### src/core/aux_ctl_cfg.svh
// Register map, field positions and timing counts for the auxiliary control block
`ifndef AUX_CTL_CFG_SVH
`define AUX_CTL_CFG_SVH

// Word indices; byte address is four times the index
`define AUX_IDX_W 9
`define AUX_CTRL_IDX 9'h03f
`define AUX_SRST_IDX 9'h06c
`define AUX_STAT_IDX 9'h040

// Byte address bits that select a word
`define AUX_ADR_HI 10
`define AUX_ADR_LO 2

// Auxiliary control fields
`define AUX_SHORT_TICK 7
`define AUX_STALE_BYPASS 6
`define AUX_STALE_MASK 5
`define AUX_INPUT_HOLD 4
`define AUX_TOUT_CLEAR 3
`define AUX_DMA_RESYNC 1
`define AUX_CTRL_MASK 8'hfa

// Soft reset field
`define AUX_CHAN_RESET 0

// Status fields
`define AUX_ST_STALE 0
`define AUX_ST_TOUT 1
`define AUX_ST_FULL 2
`define AUX_ST_DMA_ACK 3

`define AUX_BYTE_LANE 0
`define AUX_ZERO_BYTE 8'h00
`define AUX_ZERO_WORD 32'h0000_0000

// Tick prescaler periods in system clocks, stale divider ratio
`define TICK_NORMAL_CLKS 8'hfa
`define TICK_SHORT_CLKS 8'h02
`define TICK_ONE 8'h01
`define TICK_ZERO 8'h00
`define STALE_DIV_LAST 4'h9
`define STALE_DIV_ZERO 4'h0
`define STALE_DIV_ONE 4'h1

`endif

### src/core/aux_ctl_pkg.sv
// State types for the auxiliary control and soft reset block
package aux_ctl_pkg;

  typedef struct packed {
    logic ack;
    logic [7:0] rdata;
    logic short_tick;
    logic stale_bypass;
    logic stale_mask;
    logic input_hold;
    logic tout_clear;
    logic dma_resync;
    logic chan_reset;
    logic chan_out;
    logic tout_latch;
    logic stale_status;
    logic single_char;
    logic dma_s1;
    logic dma_s2;
    logic dma_s3;
    logic discard;
  } main_state_s;

  typedef struct packed {
    logic [7:0] pre_cnt;
    logic [3:0] div_cnt;
    logic tick;
    logic step;
  } tick_state_s;

endpackage : aux_ctl_pkg

### src/core/stale_tick.sv
// Tick prescaler and divide-by-ten stage that pace the stale-data timer
`timescale 1ns/1ns
`include "aux_ctl_cfg.svh"

module stale_tick (
  input wire logic clk_i,
  input wire logic clr_i,
  input wire logic short_tick_i,
  input wire logic stale_bypass_i,
  output logic tick_o,
  output logic step_o
);

  aux_ctl_pkg::tick_state_s q;
  aux_ctl_pkg::tick_state_s d;
  logic [7:0] last;
  logic tick_now;

  always_comb begin
    d = q;
    last = short_tick_i ? (`TICK_SHORT_CLKS - `TICK_ONE) : (`TICK_NORMAL_CLKS - `TICK_ONE);
    tick_now = (q.pre_cnt >= last);
    d.pre_cnt = tick_now ? `TICK_ZERO : q.pre_cnt + `TICK_ONE;
    d.tick = tick_now;
    d.step = 1'b0;
    if (tick_now) begin
      if (stale_bypass_i) begin
        d.step = 1'b1;
      end else if (q.div_cnt == `STALE_DIV_LAST) begin
        d.step = 1'b1;
        d.div_cnt = `STALE_DIV_ZERO;
      end else begin
        d.div_cnt = q.div_cnt + `STALE_DIV_ONE;
      end
    end
  end

  always_ff @(posedge clk_i) begin
    if (clr_i) begin
      q <= '0;
    end else begin
      q <= d;
    end
  end

  assign tick_o = q.tick;
  assign step_o = q.step;
endmodule : stale_tick

### src/core/aux_ctl.sv
// Auxiliary control and channel soft reset registers on a classic Wishbone slave
// What this block does
// - Short tick: prescaler ticks every two clocks
// - Hardware reset clears short tick bit
// - Divide-by-ten stage, bypass steps every tick
// - Both bits set: step every second clock
// - Stale status is condition and not mask
// - Input hold refuses data, FIFO looks full
// - Hold withholds event 36, recovery discards byte
// - Timeout clear resets latch, set disables it
// - Clear set: no single character condition
// - Bits two and zero read zero
// - Resync bit adds clocked DMA acknowledge stage
// - Reset bit holds channel in reset
// - Channel reset touches only the channel
// - Channel reset clears FIFO control register
`timescale 1ns/1ns
`include "aux_ctl_cfg.svh"

module aux_ctl (
  input wire logic clk_i,
  input wire logic rst_i,
  input wire logic cyc_i,
  input wire logic stb_i,
  input wire logic we_i,
  input wire logic [10:0] adr_i,
  input wire logic [3:0] sel_i,
  input wire logic [31:0] dat_i,
  output logic [31:0] dat_o,
  output logic ack_o,
  input wire logic stale_cond_i,
  input wire logic single_char_cond_i,
  input wire logic timeout_event_i,
  output logic stale_status_o,
  output logic single_char_pending_o,
  output logic timeout_status_o,
  output logic stale_tick_o,
  output logic stale_step_o,
  input wire logic port_wr_valid_i,
  input wire logic fifo_ready_i,
  input wire logic fifo_full_i,
  output logic port_wr_ready_o,
  output logic fifo_wr_valid_o,
  output logic fifo_full_o,
  input wire logic ecp_ev36_req_i,
  input wire logic ecp_recover_i,
  output logic ecp_ev36_o,
  output logic ecp_discard_o,
  input wire logic dma_acknowledge_n_i,
  output logic dma_ack_n_o,
  output logic chan_reset_o,
  output logic fifo_ctl_clear_o
);

  aux_ctl_pkg::main_state_s q;
  aux_ctl_pkg::main_state_s d;
  logic [`AUX_IDX_W-1:0] idx;
  logic req;
  logic wr;
  logic [7:0] ctrl_rd;
  logic [7:0] srst_rd;
  logic [7:0] stat_rd;
  logic [7:0] rd_mux;
  logic timer_clr;

  assign idx = adr_i[`AUX_ADR_HI:`AUX_ADR_LO];
  assign req = cyc_i && stb_i;
  // Write lands at the edge where the master sees ack
  assign wr = req && we_i && q.ack && sel_i[`AUX_BYTE_LANE];

  always_comb begin
    ctrl_rd = `AUX_ZERO_BYTE;
    ctrl_rd[`AUX_SHORT_TICK] = q.short_tick;
    ctrl_rd[`AUX_STALE_BYPASS] = q.stale_bypass;
    ctrl_rd[`AUX_STALE_MASK] = q.stale_mask;
    ctrl_rd[`AUX_INPUT_HOLD] = q.input_hold;
    ctrl_rd[`AUX_TOUT_CLEAR] = q.tout_clear;
    ctrl_rd[`AUX_DMA_RESYNC] = q.dma_resync;
    srst_rd = `AUX_ZERO_BYTE;
    srst_rd[`AUX_CHAN_RESET] = q.chan_reset;
    stat_rd = `AUX_ZERO_BYTE;
    stat_rd[`AUX_ST_STALE] = q.stale_status;
    stat_rd[`AUX_ST_TOUT] = q.tout_latch;
    stat_rd[`AUX_ST_FULL] = fifo_full_o;
    stat_rd[`AUX_ST_DMA_ACK] = dma_ack_n_o;
    unique case (idx)
      `AUX_CTRL_IDX: rd_mux = ctrl_rd;
      `AUX_SRST_IDX: rd_mux = srst_rd;
      `AUX_STAT_IDX: rd_mux = stat_rd;
      default: rd_mux = `AUX_ZERO_BYTE;
    endcase
  end

  always_comb begin
    d = q;
    // Single-cycle answer; unmapped words ack with zero data
    d.ack = req && !q.ack;
    if (req && !q.ack) begin
      d.rdata = we_i ? `AUX_ZERO_BYTE : rd_mux;
    end
    if (wr && idx == `AUX_CTRL_IDX) begin
      d.short_tick = dat_i[`AUX_SHORT_TICK];
      d.stale_bypass = dat_i[`AUX_STALE_BYPASS];
      d.stale_mask = dat_i[`AUX_STALE_MASK];
      d.input_hold = dat_i[`AUX_INPUT_HOLD];
      d.tout_clear = dat_i[`AUX_TOUT_CLEAR];
      d.dma_resync = dat_i[`AUX_DMA_RESYNC];
    end
    // Upper bits of the reset word are dropped, only bit zero is stored
    if (wr && idx == `AUX_SRST_IDX) begin
      d.chan_reset = dat_i[`AUX_CHAN_RESET];
    end
    // Channel reset line follows the bit; aux bits and bus stay untouched
    d.chan_out = d.chan_reset;
    // Rising clear empties the latch; while set the latch is held clear,
    // so the falling write changes nothing
    if (q.tout_clear || q.chan_reset) begin
      d.tout_latch = 1'b0;
    end else if (timeout_event_i) begin
      d.tout_latch = 1'b1;
    end
    d.stale_status = stale_cond_i && !q.stale_mask;
    d.single_char = single_char_cond_i && !q.stale_mask && !q.tout_clear;
    if (q.chan_reset) begin
      d.stale_status = 1'b0;
      d.single_char = 1'b0;
    end
    d.dma_s1 = dma_acknowledge_n_i;
    d.dma_s2 = q.dma_s1;
    d.dma_s3 = q.dma_s2;
    // Host recovery from the stall drops the byte in flight
    d.discard = ecp_recover_i && q.input_hold && !q.chan_reset;
  end

  always_ff @(posedge clk_i) begin
    if (rst_i) begin
      q <= '0;
      q.chan_out <= 1'b1;
      q.dma_s1 <= 1'b1;
      q.dma_s2 <= 1'b1;
      q.dma_s3 <= 1'b1;
    end else begin
      q <= d;
    end
  end

  assign timer_clr = rst_i || q.chan_reset;

  stale_tick u_stale_tick (
    .clk_i(clk_i),
    .clr_i(timer_clr),
    .short_tick_i(q.short_tick),
    .stale_bypass_i(q.stale_bypass),
    .tick_o(stale_tick_o),
    .step_o(stale_step_o)
  );

  assign dat_o = {24'h00_0000, q.rdata};
  assign ack_o = q.ack;
  assign stale_status_o = q.stale_status;
  assign single_char_pending_o = q.single_char;
  assign timeout_status_o = q.tout_latch;
  // Hold makes the FIFO refuse the port and look full, so the port goes busy
  assign port_wr_ready_o = fifo_ready_i && !q.input_hold && !q.chan_reset;
  assign fifo_wr_valid_o = port_wr_valid_i && port_wr_ready_o;
  assign fifo_full_o = fifo_full_i || q.input_hold;
  assign ecp_ev36_o = ecp_ev36_req_i && !q.input_hold && !q.chan_reset;
  assign ecp_discard_o = q.discard;
  assign dma_ack_n_o = q.dma_resync ? q.dma_s3 : q.dma_s2;
  assign chan_reset_o = q.chan_out;
  assign fifo_ctl_clear_o = q.chan_out;
endmodule : aux_ctl

### config.mk
export PLATFORM = sky130hd
export DESIGN_NAME = aux_ctl
export DESIGN_NICKNAME = d
export VERILOG_FILES = /design/src/core/aux_ctl_pkg.sv /design/src/core/stale_tick.sv /design/src/core/aux_ctl.sv
export VERILOG_INCLUDE_DIRS = /design/src /design/src/core
export SDC_FILE = /design/constraint.sdc
export NUM_CORES = 1
export LEC_CHECK = 0
export BUFFER_PORTS_ARGS = -buffer_cell sky130_fd_sc_hd__buf_2
export CAP_MARGIN = 10
export CORE_UTILIZATION = 30
export DETAILED_ROUTE_END_ITERATION = 16
export PLACE_DENSITY = 0.55
export SYNTH_ARGS = -nofsm -noshare
export SYNTH_HDL_FRONTEND = slang
export SYNTH_HIERARCHICAL = 1
export SYNTH_SLANG_ARGS = --single-unit
export TNS_END_PERCENT = 30
### constraint.sdc
create_clock -name clk_i -period 3.29 [get_ports clk_i]
set_clock_uncertainty 0.1 [all_clocks]
set_input_delay 0.329 -clock clk_i [delete_from_list [all_inputs] [get_ports clk_i]]
set_output_delay 0.329 -clock clk_i [all_outputs]
set_load 0.01 [all_outputs]
==> results.md, run 1 <==
- Vias in the first global route: 1385
- EDFF count, synth: 0
- Share of the synthesized area in the top cell type: 38.26%
- Fillcell total: 679
- Initial DRC Count: 49
- Number of post-CTS setup repair buffers: 0
- HPWL after DPL: 3017 um
- Fraction of the mapped netlist area in compound gates: 12.27%
- Startpoint type of the worst setup path: flop
- Slew HR: 58.35%
- Status: completed
- DIE WIDTH: 83.41 um
- Maximum vdd drop: 0.1800 mV
- Final nets: 327
- IO Port Bufs: 52
- Sequential area share after synthesis: 38.26%
- Setup violators final: 0
- M1 GR Usage: 17.12%
- Final min period: 2.174 ns
- Die Height: 83.41 um
- GRT met3 Usage: 2.783%
- Post-route DRC violation count: 0
- CP Cell Sequence: ha_1 -> and3_4 -> a221o_1 -> or3_1 -> nor2_1
- Power density cells: 418.4 nW/um^2
- Vias/cell: 4.545
- CTS buffer count: 5
- Seq. cell area: 760.7 um^2
- Area growth from synthesis to layout: 12.46%
- Gr busiest metal: met2
- Unique cell type count in the Yosys netlist: 49
- Critical path class: flop to flop
- Worst endpoint required time: 3.41 ns
- Worst path max stage delay: 0.52 ns
- Global routing met2 resource utilization: 17.44%
- Synth Area in Simple Gates: 23.22%
- Grt ovf: 0
- Synth top area cells: dfxtp_1, buf_4, ha_1, nor2_1, nand3_1
- Period utilisation layout: 66.09%
- Hold Path Class: primary input to flop
- Crit. End Element: flop
- Hold Vio Cnt, Final: 0
- Synth warn: 6
- GP Congestion: 0.7245
- Post-DRT Antenna Nets: 0
- Initial antenna violation count: 0
- Fin. max-slew vios: 0
- Mux cell area share after synthesis: 1.573%
- Pre-Repair DR Iteration Count: 4
- Critical Path AT: 2.29 ns
- Largest delay share family, worst path: simple AND/OR/NAND/NOR gates
- Bufs on Longest Clock Path: 2
- Crit Path Max Fanout: 8
- TritonCTS sink count: 38
- Register bit total from synthesis: 38
- Peak Freq: 459.9 MHz
- Mapped Area: 1988 um^2
- Routed WL: 3989 um
- Commonest cells after routing, fill and taps aside: buf_2, dfxtp_1, conb_1
- Leak: 1.010 nW
- DIE AREA: 6956 um^2
- RSZ-0062 raised after global routing: no
- Fin Setup TNS: 0 ns
- Initial Util: 31.13%
- Fin util: 35.01%
- Adder-cell area share of the yosys netlist: 5.035%
- Total core area: 6386 um^2
- CTS Root Cell: clkbuf_8
- Antenna cells: 0
- Main combinational cell family by area after synthesis: simple AND/OR/NAND/NOR gates
- Syn Area/Cell: 9.162 um^2
- Io pins: 107
- CTS HTree Levels: 2
- Worst-skew pair later-pin latency: 0.28 ns
- Row cnt: 29
- Global Route Usage Sum: 11.89%
- CTS Hold Bufs: 0
- Synth Instances: 217
- Largest area contributor in the netlist: dfxtp_1
- DR WL/cell: 11.87 um
- Most common cell after layout, fill and taps aside: buf_2
- CTS resizes: 0
- Worst Path Buf+Inv: 0
- Measured slew at the worst slew-check pin: 0.6234 ns
- Vias: 1527
- Top FF cell, synth: dfxtp_1
- Xor and xnor area share after synthesis: 3.524%
- Layout cell share with drive strength beyond 1: 28.19%
- Clk pin slew, worst setup/hold paths: 0.07 ns
- Slowest CP cell: or3_1
- Max-Cap Viols: 0
- Largest net degree at the start of global routing: 21
- Asr flop ratio synth: 0%
- First-pass GRT wire length: 6693 um
- Multi-input logic area: 997.2 um^2
- CTS tree: built
==> power by group <==
part	total [W]	internal (W)	switching [W]	leakage [nW]
Combinational	0.0000793	0.0000319	0.0000473	0.649
Clock	0.000382	0.000227	0.000155	0.0524
Sequential	0.000474	0.000468	0.00000653	0.309
Total	0.000936	0.000726	0.000209	1.01
==> cell type report <==
class	count	share of cell area, %
Clock buffer	7	3.414
Clock inverter	1	1.343
Inverter	4	0.6715
Multi-Input combinational cell	157	44.60
Sequential cell	38	34.02
Tap cell	77	4.309
Timing Repair Buffer	52	11.64
==> metal layers <==
metal / vias up / part of all wire (%)
met1: 689 / 51
met4: 0 / 0.45
met5: - / 0
met3: 2 / 6.0
li1: 783 / -
met2: 53 / 42
==> registers in the layout (all words and copies together), names as in the netlist <==
signal                 count
ecp_discard_o              1
chan_reset_o               1
single_char_pending_o      1
timeout_status_o           1
ack_o                      1
u_stale_tick/q            12
dat_o                      8
u_stale_tick/step_o        1
stale_status_o             1
q                          2
d                          2
ctrl_rd                    6
u_stale_tick/tick_o        1
==> per-stage QoR <==
step           setup WS (ns)  total power (W)  hold slack (ns)  cells  area, um^2
6_report               1.116        0.0009355           0.1278    336        2236
5_1_grt               0.9663        0.0009852           0.1158    336        2236
4_1_cts                1.106        0.0009509           0.1165    336        2236
3_5_place_dp           1.125        0.0005645           0.2950    328        2130
3_3_place_gp           1.153        0.0005639           0.2916    328        2130
2_1_floorplan          1.327        0.0005555           0.2895    240        2074
==> final timing paths <==
check	start	end	slack, ns	cells after the start
min	dma_acknowledge_n_i	d[2]$_SDFF_PP1_	0.13	2
min reg2reg	d[2]$_SDFF_PP1_	d[1]$_SDFF_PP1_	0.31	1
max reg2reg	ctrl_rd[7]$_SDFFE_PP0P_	u_stale_tick/q[10]$_SDFF_PP0_	1.12	5
max	ctrl_rd[7]$_SDFFE_PP0P_	u_stale_tick/q[10]$_SDFF_PP0_	1.12	5
==> kinds of logic after synthesis <==
kind of cell | count (synthesis)
adder cells (fa/ha/maj) | 8
AND/OR/NAND/NOR | 79
XOR/XNOR | 8
flip-flops | 38
other | 1
buffers and inverters | 45
multiplexers | 3
AO/OA/AOI/OAI | 35
==> worst reg2reg max path, stage by stage (launching register included) <==
cell     delay [ns]
dfxtp_1        0.47
ha_1           0.30
and3_4         0.18
a221o_1        0.41
or3_1          0.52
nor2_1         0.15
==> cell usage after synthesis (2+ instances only) <==
library cell and n:
dfxtp_1 38, buf_4 33, nor2_1 22, nand3_1 16, a21oi_1 8, ha_1 8, o21ai_0 7, xor2_1 7
and3_1 5, or2_2 5, a22oi_1 4, clkbuf_1 4, inv_1 4, nand2_1 4, a22o_1 3, a32o_1 3
buf_6 3, nor2b_1 3, nor3_1 3, nor3b_1 3, a31oi_1 2, and2_1 2, mux2i_1 2, nor4b_1 2
o211ai_1 2
Power figures use the tool's default switching activity.
==> run 2, diff against run 1 <==
--- a/config.mk
+++ b/config.mk
@@ -6,6 +6,7 @@
 export SDC_FILE = /design/constraint.sdc
 export NUM_CORES = 1
 export LEC_CHECK = 0
+export ABC_AREA = 1
 export BUFFER_PORTS_ARGS = -buffer_cell sky130_fd_sc_hd__buf_2
 export CAP_MARGIN = 10
 export CORE_UTILIZATION = 30
==> constraint.sdc (replaced) <==
create_clock -name clk_i -period 2.05 [get_ports clk_i]
set_clock_uncertainty 0.1 [all_clocks]
set_input_delay 0.205 -clock clk_i [delete_from_list [all_inputs] [get_ports clk_i]]
set_output_delay 0.205 -clock clk_i [all_outputs]
set_load 0.01 [all_outputs]
==> run 2 against run 1 <==
Compared with the run above: design area rose by 5.9%; total power is 54% higher; die area is 4.1% higher; global-route usage decreased by 0.34 points; hold slack worse by 0.087 ns; maximum frequency up 28%.
==> results.md, run 2 <==
- Largest area contributor in the netlist: dfxtp_1
- Synth cell count leaders: dfxtp_1, nand2_1, nor2_1, buf_4, inv_1
- Seq. cell area: 760.7 um^2 (unchanged)
- CTS tree: built
- R2R Setup Slk: 0.35 ns (-0.76 ns)
- DP Worst Slack: 0.3243 ns (-0.8009 ns)
- Row cnt: 29 (unchanged)
- Max-Cap Viols: 0 (unchanged)
- HPWL after DPL: 3269 um (+8.3%)
- Synth top area cells: dfxtp_1, buf_4, nand2_1, nor2_1, inv_1
- Fin util: 36.47% (+1.5 points)
- Terminus of the critical flop-to-flop path: u_stale_tick/q[4]$_SDFFE_PP0P_
- Global Route Usage Sum: 11.56% (-0.34 points)
- First-pass GRT wire length: 6555 um (-2.1%)
- Initial DRC Count: 85 (+73%)
- Die Height: 85.11 um (+2.0%)
- GP Congestion: 0.8224 (+14%)
- Hold Vio Cnt, Final: 0 (unchanged)
- Register bit total from synthesis: 38 (unchanged)
- Grt ovf: 0 (unchanged)
- Number of post-CTS setup repair buffers: 0 (unchanged)
- Peak Freq: 589.6 MHz (+28%)
- Setup violators final: 0 (unchanged)
- TritonCTS sink count: 38 (unchanged)
- Asr flop ratio synth: 0% (unchanged)
- DIE WIDTH: 85.11 um (+2.0%)
- Vias in the first global route: 1475 (+6.5%)
- CTS buffer count: 5 (unchanged)
- Crit Path Max Fanout: 7 (-1)
- Pre-Repair DR Iteration Count: 4 (unchanged)
- Syn Area/Cell: 7.674 um^2 (-16%)
- Final nets: 388 (+19%)
- Share of the synthesized area in the top cell type: 36.71% (-1.5 points)
- Largest register FFs: 12 (unchanged)
- Initial Util: 31.90% (+0.77 points)
- Vias: 1701 (+11%)
- Worst-skew pair later-pin latency: 0.29 ns (about the same)
- Fin. max-slew vios: 0 (unchanged)
- Final setup margin: 0.3540 ns (-0.7616 ns)
- Worst Hold Depth: 3 (+1)
- Status: completed
- CTS Root Cell: clkbuf_8
- Top reg by flops: u_stale_tick/q
- Sequential area share after synthesis: 36.71% (-1.5 points)
- DIE AREA: 7243 um^2 (+4.1%)
- R2R Path Start: ctrl_rd[7]$_SDFFE_PP0P_
- Initial antenna violation count: 0 (unchanged)
- RSZ-0062 raised after global routing: no
- DR WL/cell: 10.35 um (-13%)
- Vias/cell: 4.285 (-5.7%)
- Worst-case reg-to-reg path depth: 7 (+2)
- CTS resizes: 0 (unchanged)
- Power density cells: 607.7 nW/um^2 (+45%)
- Final min period: 1.696 ns (-0.4784 ns)
- Largest net degree at the start of global routing: 15 (-29%)
- Critical Path AT: 1.81 ns (-0.48 ns)
- Fillcell total: 691 (+1.8%)
- Post-route DRC violation count: 0 (unchanged)
- CTS HTree Levels: 2 (unchanged)
- Post-DRT Antenna Nets: 0 (unchanged)
- Io pins: 107 (unchanged)
- Most common cell after layout, fill and taps aside: buf_2
- Multi-input logic area: 1032 um^2 (+3.5%)
- Mapped Area: 2072 um^2 (+4.2%)
- Hold wc startpoint: timeout_event_i
- Routed WL: 4109 um (+3.0%)
- Worst endpoint required time: 2.17 ns (-1.24 ns)
- IO Port Bufs: 52 (unchanged)
- Antenna cells: 0 (unchanged)
- Clk pin slew, worst setup/hold paths: 0.08 ns (about the same)
- Unique cell type count in the Yosys netlist: 32 (-35%)
- Critical path class: flop to flop
- Synth Instances: 270 (+24%)
- Crit. End Element: flop
- Layout cell share with drive strength beyond 1: 27.19% (-1.0 points)
- EDFF count, synth: 0 (unchanged)
- Top FF cell, synth: dfxtp_1
- Maximum vdd drop: 0.1958 mV (+8.8%)
- Commonest cells after routing, fill and taps aside: buf_2, nand2_1, nor2_1, dfxtp_1, inv_1
- Bufs on Longest Clock Path: 2 (unchanged)
- Period utilisation layout: 82.73% (+17 points)
- Hold Path Class: primary input to flop
- Area growth from synthesis to layout: 14.31%
- Leak: 1.125 nW (+11%)
- Synth warn: 6 (unchanged)
- Startpoint type of the worst setup path: flop
- Fin Setup TNS: 0 ns (unchanged)
- Total core area: 6495 um^2 (+1.7%)
- Endpoint, Worst Hold: timeout_status_o$_SDFFE_PP0P_
-- run 2: cell count changes after synthesis, moves of 4 or more --
cell / before / now
nand2_1: 4 / 38
inv_1: 4 / 27
nor2_1: 22 / 38
a21oi_1: 8 / 14
and3_1: 5 / 0
clkbuf_1: 4 / 0
nand2_2: 0 / 4
nand3_2: 0 / 4
nor2_2: 0 / 4
xor2_1: 7 / 3
-- run 2: logic make-up (layout without fill, tap and decap cells) --
family / count (synthesis) / in the layout / synth area share, %
compound gates: 30 / 30 / 8.032
flops: 38 / 38 / 36.71
fa+ha+maj: 8 / 8 / 4.831
other cells: 1 / 24 / 0.1810
xor+xnor: 5 / 5 / 2.114
buf+inv: 64 / 91 / 17.63
simple gates: 124 / 124 / 30.49
-- run 2: metal layers --
metal / up-vias / share of wire [%] / GRT usage [%]
met5: - / 0 / 0
met3: 9 / 5.3 / 3.502
li1: 897 / - / -
met2: 50 / 46 / 17.96
met4: 0 / 2.2 / 5.085
met1: 745 / 47 / 14.78
-- run 2: worst max path at each step --
stage	from	endpoint	slack, ns	cells past startpoint
2_1_floorplan	ctrl_rd[7]$_SDFFE_PP0P_	u_stale_tick/q[2]$_SDFFE_PP0P_	0.55	7
3_3_place_gp	ctrl_rd[7]$_SDFFE_PP0P_	u_stale_tick/q[9]$_SDFF_PP0_	0.37	5
3_5_place_dp	ctrl_rd[7]$_SDFFE_PP0P_	u_stale_tick/q[13]$_SDFF_PP0_	0.32	5
4_1_cts	ctrl_rd[7]$_SDFFE_PP0P_	u_stale_tick/q[13]$_SDFF_PP0_	0.32	5
5_1_grt	ctrl_rd[7]$_SDFFE_PP0P_	u_stale_tick/q[2]$_SDFFE_PP0P_	0.20	8
6_report	ctrl_rd[7]$_SDFFE_PP0P_	u_stale_tick/q[4]$_SDFFE_PP0P_	0.35	7
-- run 2: power breakdown --
group	switching (W)	leakage (nW)	internal (W)
sequential	0.00000985	0.309	0.000751
clock	0.000266	0.0472	0.000270
combinational	0.0000909	0.769	0.0000520
total	0.000367	1.13	0.00107
-- run 2: stage by stage --
step,area [um^2],hold slack (ns),power (W),std cells
finish,2369,0.04068,0.001439,397
global route,2369,0.05278,0.001514,397
CTS,2369,0.03555,0.001465,397
detailed placement,2263,0.2906,0.0009205,388
global placement,2263,0.2907,0.0009192,388
floorplan,2158,0.2088,0.0008980,293
-- run 2: repair_timing --
item                       CTS  global route
setup endpoints to repair    0             0
hold buffers                 1             0
hold endpoints to repair     1             0
-- run 2: cell type report --
class / instances / share of cell area, %
multi-input combinational: 191 / 43.58
sequential: 38 / 32.12
timing repair buffer: 53 / 11.41
inverter: 30 / 4.807
tap: 77 / 4.068
clock buffer: 6 / 3.487
clock inverter: 2 / 0.5283
-- run 2: worst max-delay path, stage by stage, from the launching register on --
cell and delay [ns]:
dfxtp_1 0.49, ha_1 0.30, a21o_2 0.20, nor2_2 0.18
nand2_4 0.11, nand2_4 0.08, nand2_1 0.05, a21oi_1 0.12
==> run 3, diff against run 2 <==
==> constraint.sdc (replaced) <==
create_clock -name clk_i -period 1.8 [get_ports clk_i]
set_clock_uncertainty 0.1 [all_clocks]
set_input_delay 0.18 -clock clk_i [delete_from_list [all_inputs] [get_ports clk_i]]
set_output_delay 0.18 -clock clk_i [all_outputs]
set_load 0.01 [all_outputs]
==> run 3 against run 2 <==
Compared with the run above: final cell count unchanged; utilization grew 0.40 points; clock power up 36%; total power up 22%.
==> results.md, run 3 (synthesized netlist as in run 2, its figures left out) <==
- Flop pwr share: 49.2% (-3.6 points)
- Critical path class: flop to flop
- IO Port Bufs: 52 (unchanged)
- Final min period: 1.583 ns (-0.1128 ns)
- Crit. End Element: flop
- Terminus of the critical flop-to-flop path: u_stale_tick/q[13]$_SDFF_PP0_
- Post-Place Cell Area: 2271 um^2 (+0.33%)
- WL met1: 1922 um (+0.10%)
- Routed WL: 4243 um (+3.3%)
- Worst-case reg-to-reg path depth: 5 (-2)
- Setup violators final: 0 (unchanged)
- Layout cell share with drive strength beyond 1: 27.50% (+0.31 points)
- Grt ovf: 0 (unchanged)
- Area growth from synthesis to layout: 15.58%
- Post-route DRC violation count: 0 (unchanged)
- Row cnt: 29 (unchanged)
- Io pins: 107 (unchanged)
- Vias in the first global route: 1511 (+2.4%)
- Hold wc startpoint: timeout_event_i
- Die Height: 85.11 um (unchanged)
- Vias: 1731 (+1.8%)
- CP Cell Sequence: ha_1 -> a21o_2 -> nor2_2 -> nand3_2 -> a21oi_1
- Number of post-CTS setup repair buffers: 0 (unchanged)
- Maximum vdd drop: 0.2525 mV (+29%)
- Slowest CP cell: dfxtp_2
- Pre-Repair DR Iteration Count: 4 (unchanged)
- Top reg by flops: u_stale_tick/q
- Max layer used: met4
- Comb power frac: 9.4% (-0.5 points)
- Fin. max-slew vios: 0 (unchanged)
- Worst path max stage delay: 0.41 ns (-0.08 ns)
- Peak Freq: 631.6 MHz (+7.1%)
- RSZ-0062 raised after global routing: no
- Hold Path Class: primary input to flop
- R2R Setup Slk: 0.22 ns (-0.14 ns)
- Initial antenna violation count: 0 (unchanged)
- Worst-skew pair later-pin latency: 0.29 ns (about the same)
- Status: completed
- Global Route Usage Sum: 12.22% (+0.67 points)
- P_int: 0.001359 W (+27%)
- R2R Path Start: ctrl_rd[7]$_SDFFE_PP0P_
- Clock Power Share: 41.4% (+4.2 points)
- GP Congestion: 0.8200 (-0.29%)
- Hold Vio Cnt, Final: 0 (unchanged)
- Post-DRT Antenna Nets: 0 (unchanged)
- Fin util: 36.87% (+0.40 points)
- Total core area: 6495 um^2 (unchanged)
- CTS HTree Levels: 2 (unchanged)
- Fillcell total: 703 (+1.7%)
- CTS buffer count: 5 (unchanged)
- DIE WIDTH: 85.11 um (unchanged)
- Max-Cap Viols: 0 (unchanged)
- Post-layout instance area: 2395 um^2 (+1.1%)
- HPWL after DPL: 3383 um (+3.5%)
- TritonCTS sink count: 38 (unchanged)
- Period utilisation layout: 87.96% (+5.2 points)
- DR WL/cell: 10.69 um (+3.3%)
- Clk pin slew, worst setup/hold paths: 0.07 ns (about the same)
- Multi-input logic area: 1032 um^2 (unchanged)
- Worst Hold Depth: 3 (unchanged)
- Endpoint, Worst Hold: timeout_status_o$_SDFFE_PP0P_
- CTS tree: built
- Worst endpoint required time: 1.92 ns (-0.25 ns)
- Vias/cell: 4.360 (+1.8%)
- Most common cell after layout, fill and taps aside: buf_2
- Critical Path AT: 1.70 ns (-0.11 ns)
- Final nets: 389 (+0.26%)
- Commonest cells after routing, fill and taps aside: buf_2, nand2_1, nor2_1
- Switching Fraction: 22.80% (-2.7 points)
- Initial Util: 31.90% (unchanged)
- Sw Pwr: 0.0004013 W (+9.5%)
- Metal2 WL: 1987 um (+5.6%)
- Initial DRC Count: 125 (+47%)
- Leak: 1.140 nW (+1.4%)
- Bufs on Longest Clock Path: 2 (unchanged)
- Crit Path Max Fanout: 8 (+1)
- Routed wl met3: 261 um (+21%)
- Largest net degree at the start of global routing: 14 (-1)
- Hold_ws: 0.01480 ns (-0.02588 ns)
- Fin Setup TNS: 0 ns (unchanged)
- Startpoint type of the worst setup path: flop
- Antenna cells: 0 (unchanged)
- First-pass GRT wire length: 6803 um (+3.8%)
- CTS Root Cell: clkbuf_8
- Largest register FFs: 12 (unchanged)
- Seq. cell area: 762.0 um^2 (+0.16%)
- DIE AREA: 7243 um^2 (unchanged)
- Power density cells: 735.1 nW/um^2 (+21%)
-- run 3: power by group through the flow --
stage / Sequential (W) / Clock (W) / Combinational (W)
finish: 0.000866 / 0.000729 / 0.000166
global route: 0.000868 / 0.000792 / 0.000189
CTS: 0.000866 / 0.000755 / 0.000168
detailed placement: 0.000886 / 0 / 0.000166
global placement: 0.000885 / 0 / 0.000163
floorplan: 0.000887 / 0 / 0.000135
-- run 3: layer usage --
layer | vias up | GRT usage, %
met4 | 0 | 5.855
met5 | - | 0
li1 | 901 | -
met2 | 55 | 18.62
met1 | 770 | 15.78
met3 | 5 | 3.696
-- run 3: critical path: cells and delay by family, from the launching register on --
family / cells / cell delay (ns)
adder cells (fa/ha/maj): 1 / 0.27
AO/OA/AOI/OAI: 2 / 0.35
AND/OR/NAND/NOR: 2 / 0.38
flip-flops: 1 / 0.41
-- run 3: layout make-up --
| cell class | count | share of cell area (%) |
|---|---|---|
| Clock buffer | 6 | 3.448 |
| Clock inverter | 1 | 1.254 |
| Inverter | 30 | 4.754 |
| Multi-Input combinational cell | 191 | 43.10 |
| Sequential cell | 38 | 31.82 |
| Tap cell | 77 | 4.023 |
| Timing Repair Buffer | 54 | 11.60 |
-- run 3: worst max path at each step --
stage,startpoint,to,slack (ns)
after detailed placement,ctrl_rd[7]$_SDFFE_PP0P_,u_stale_tick/q[13]$_SDFF_PP0_,0.08
after global placement,ctrl_rd[7]$_SDFFE_PP0P_,u_stale_tick/q[9]$_SDFF_PP0_,0.12
after global routing,ctrl_rd[7]$_SDFFE_PP0P_,u_stale_tick/q[2]$_SDFFE_PP0P_,0.08
after CTS,ctrl_rd[7]$_SDFFE_PP0P_,u_stale_tick/q[8]$_SDFF_PP0_,0.07
final,ctrl_rd[7]$_SDFFE_PP0P_,u_stale_tick/q[13]$_SDFF_PP0_,0.22
after floorplan,ctrl_rd[7]$_SDFFE_PP0P_,u_stale_tick/q[2]$_SDFFE_PP0P_,0.30
-- run 3: stage by stage --
stage          total power (W)  cells  worst slack, ns
6_report              0.001760    397           0.2168
5_1_grt               0.001849    397          0.07980
4_1_cts               0.001789    397          0.07064
3_5_place_dp          0.001051    389          0.08492
3_3_place_gp          0.001049    389           0.1205
2_1_floorplan         0.001023    293           0.3024
-- run 3: timing repair --
action                                  4_1_cts  5_1_grt
endpoints found under the hold margin         1        0
endpoints found under the setup margin        0        2
hold buffers                                  1        0
gates resized for setup                       0        1
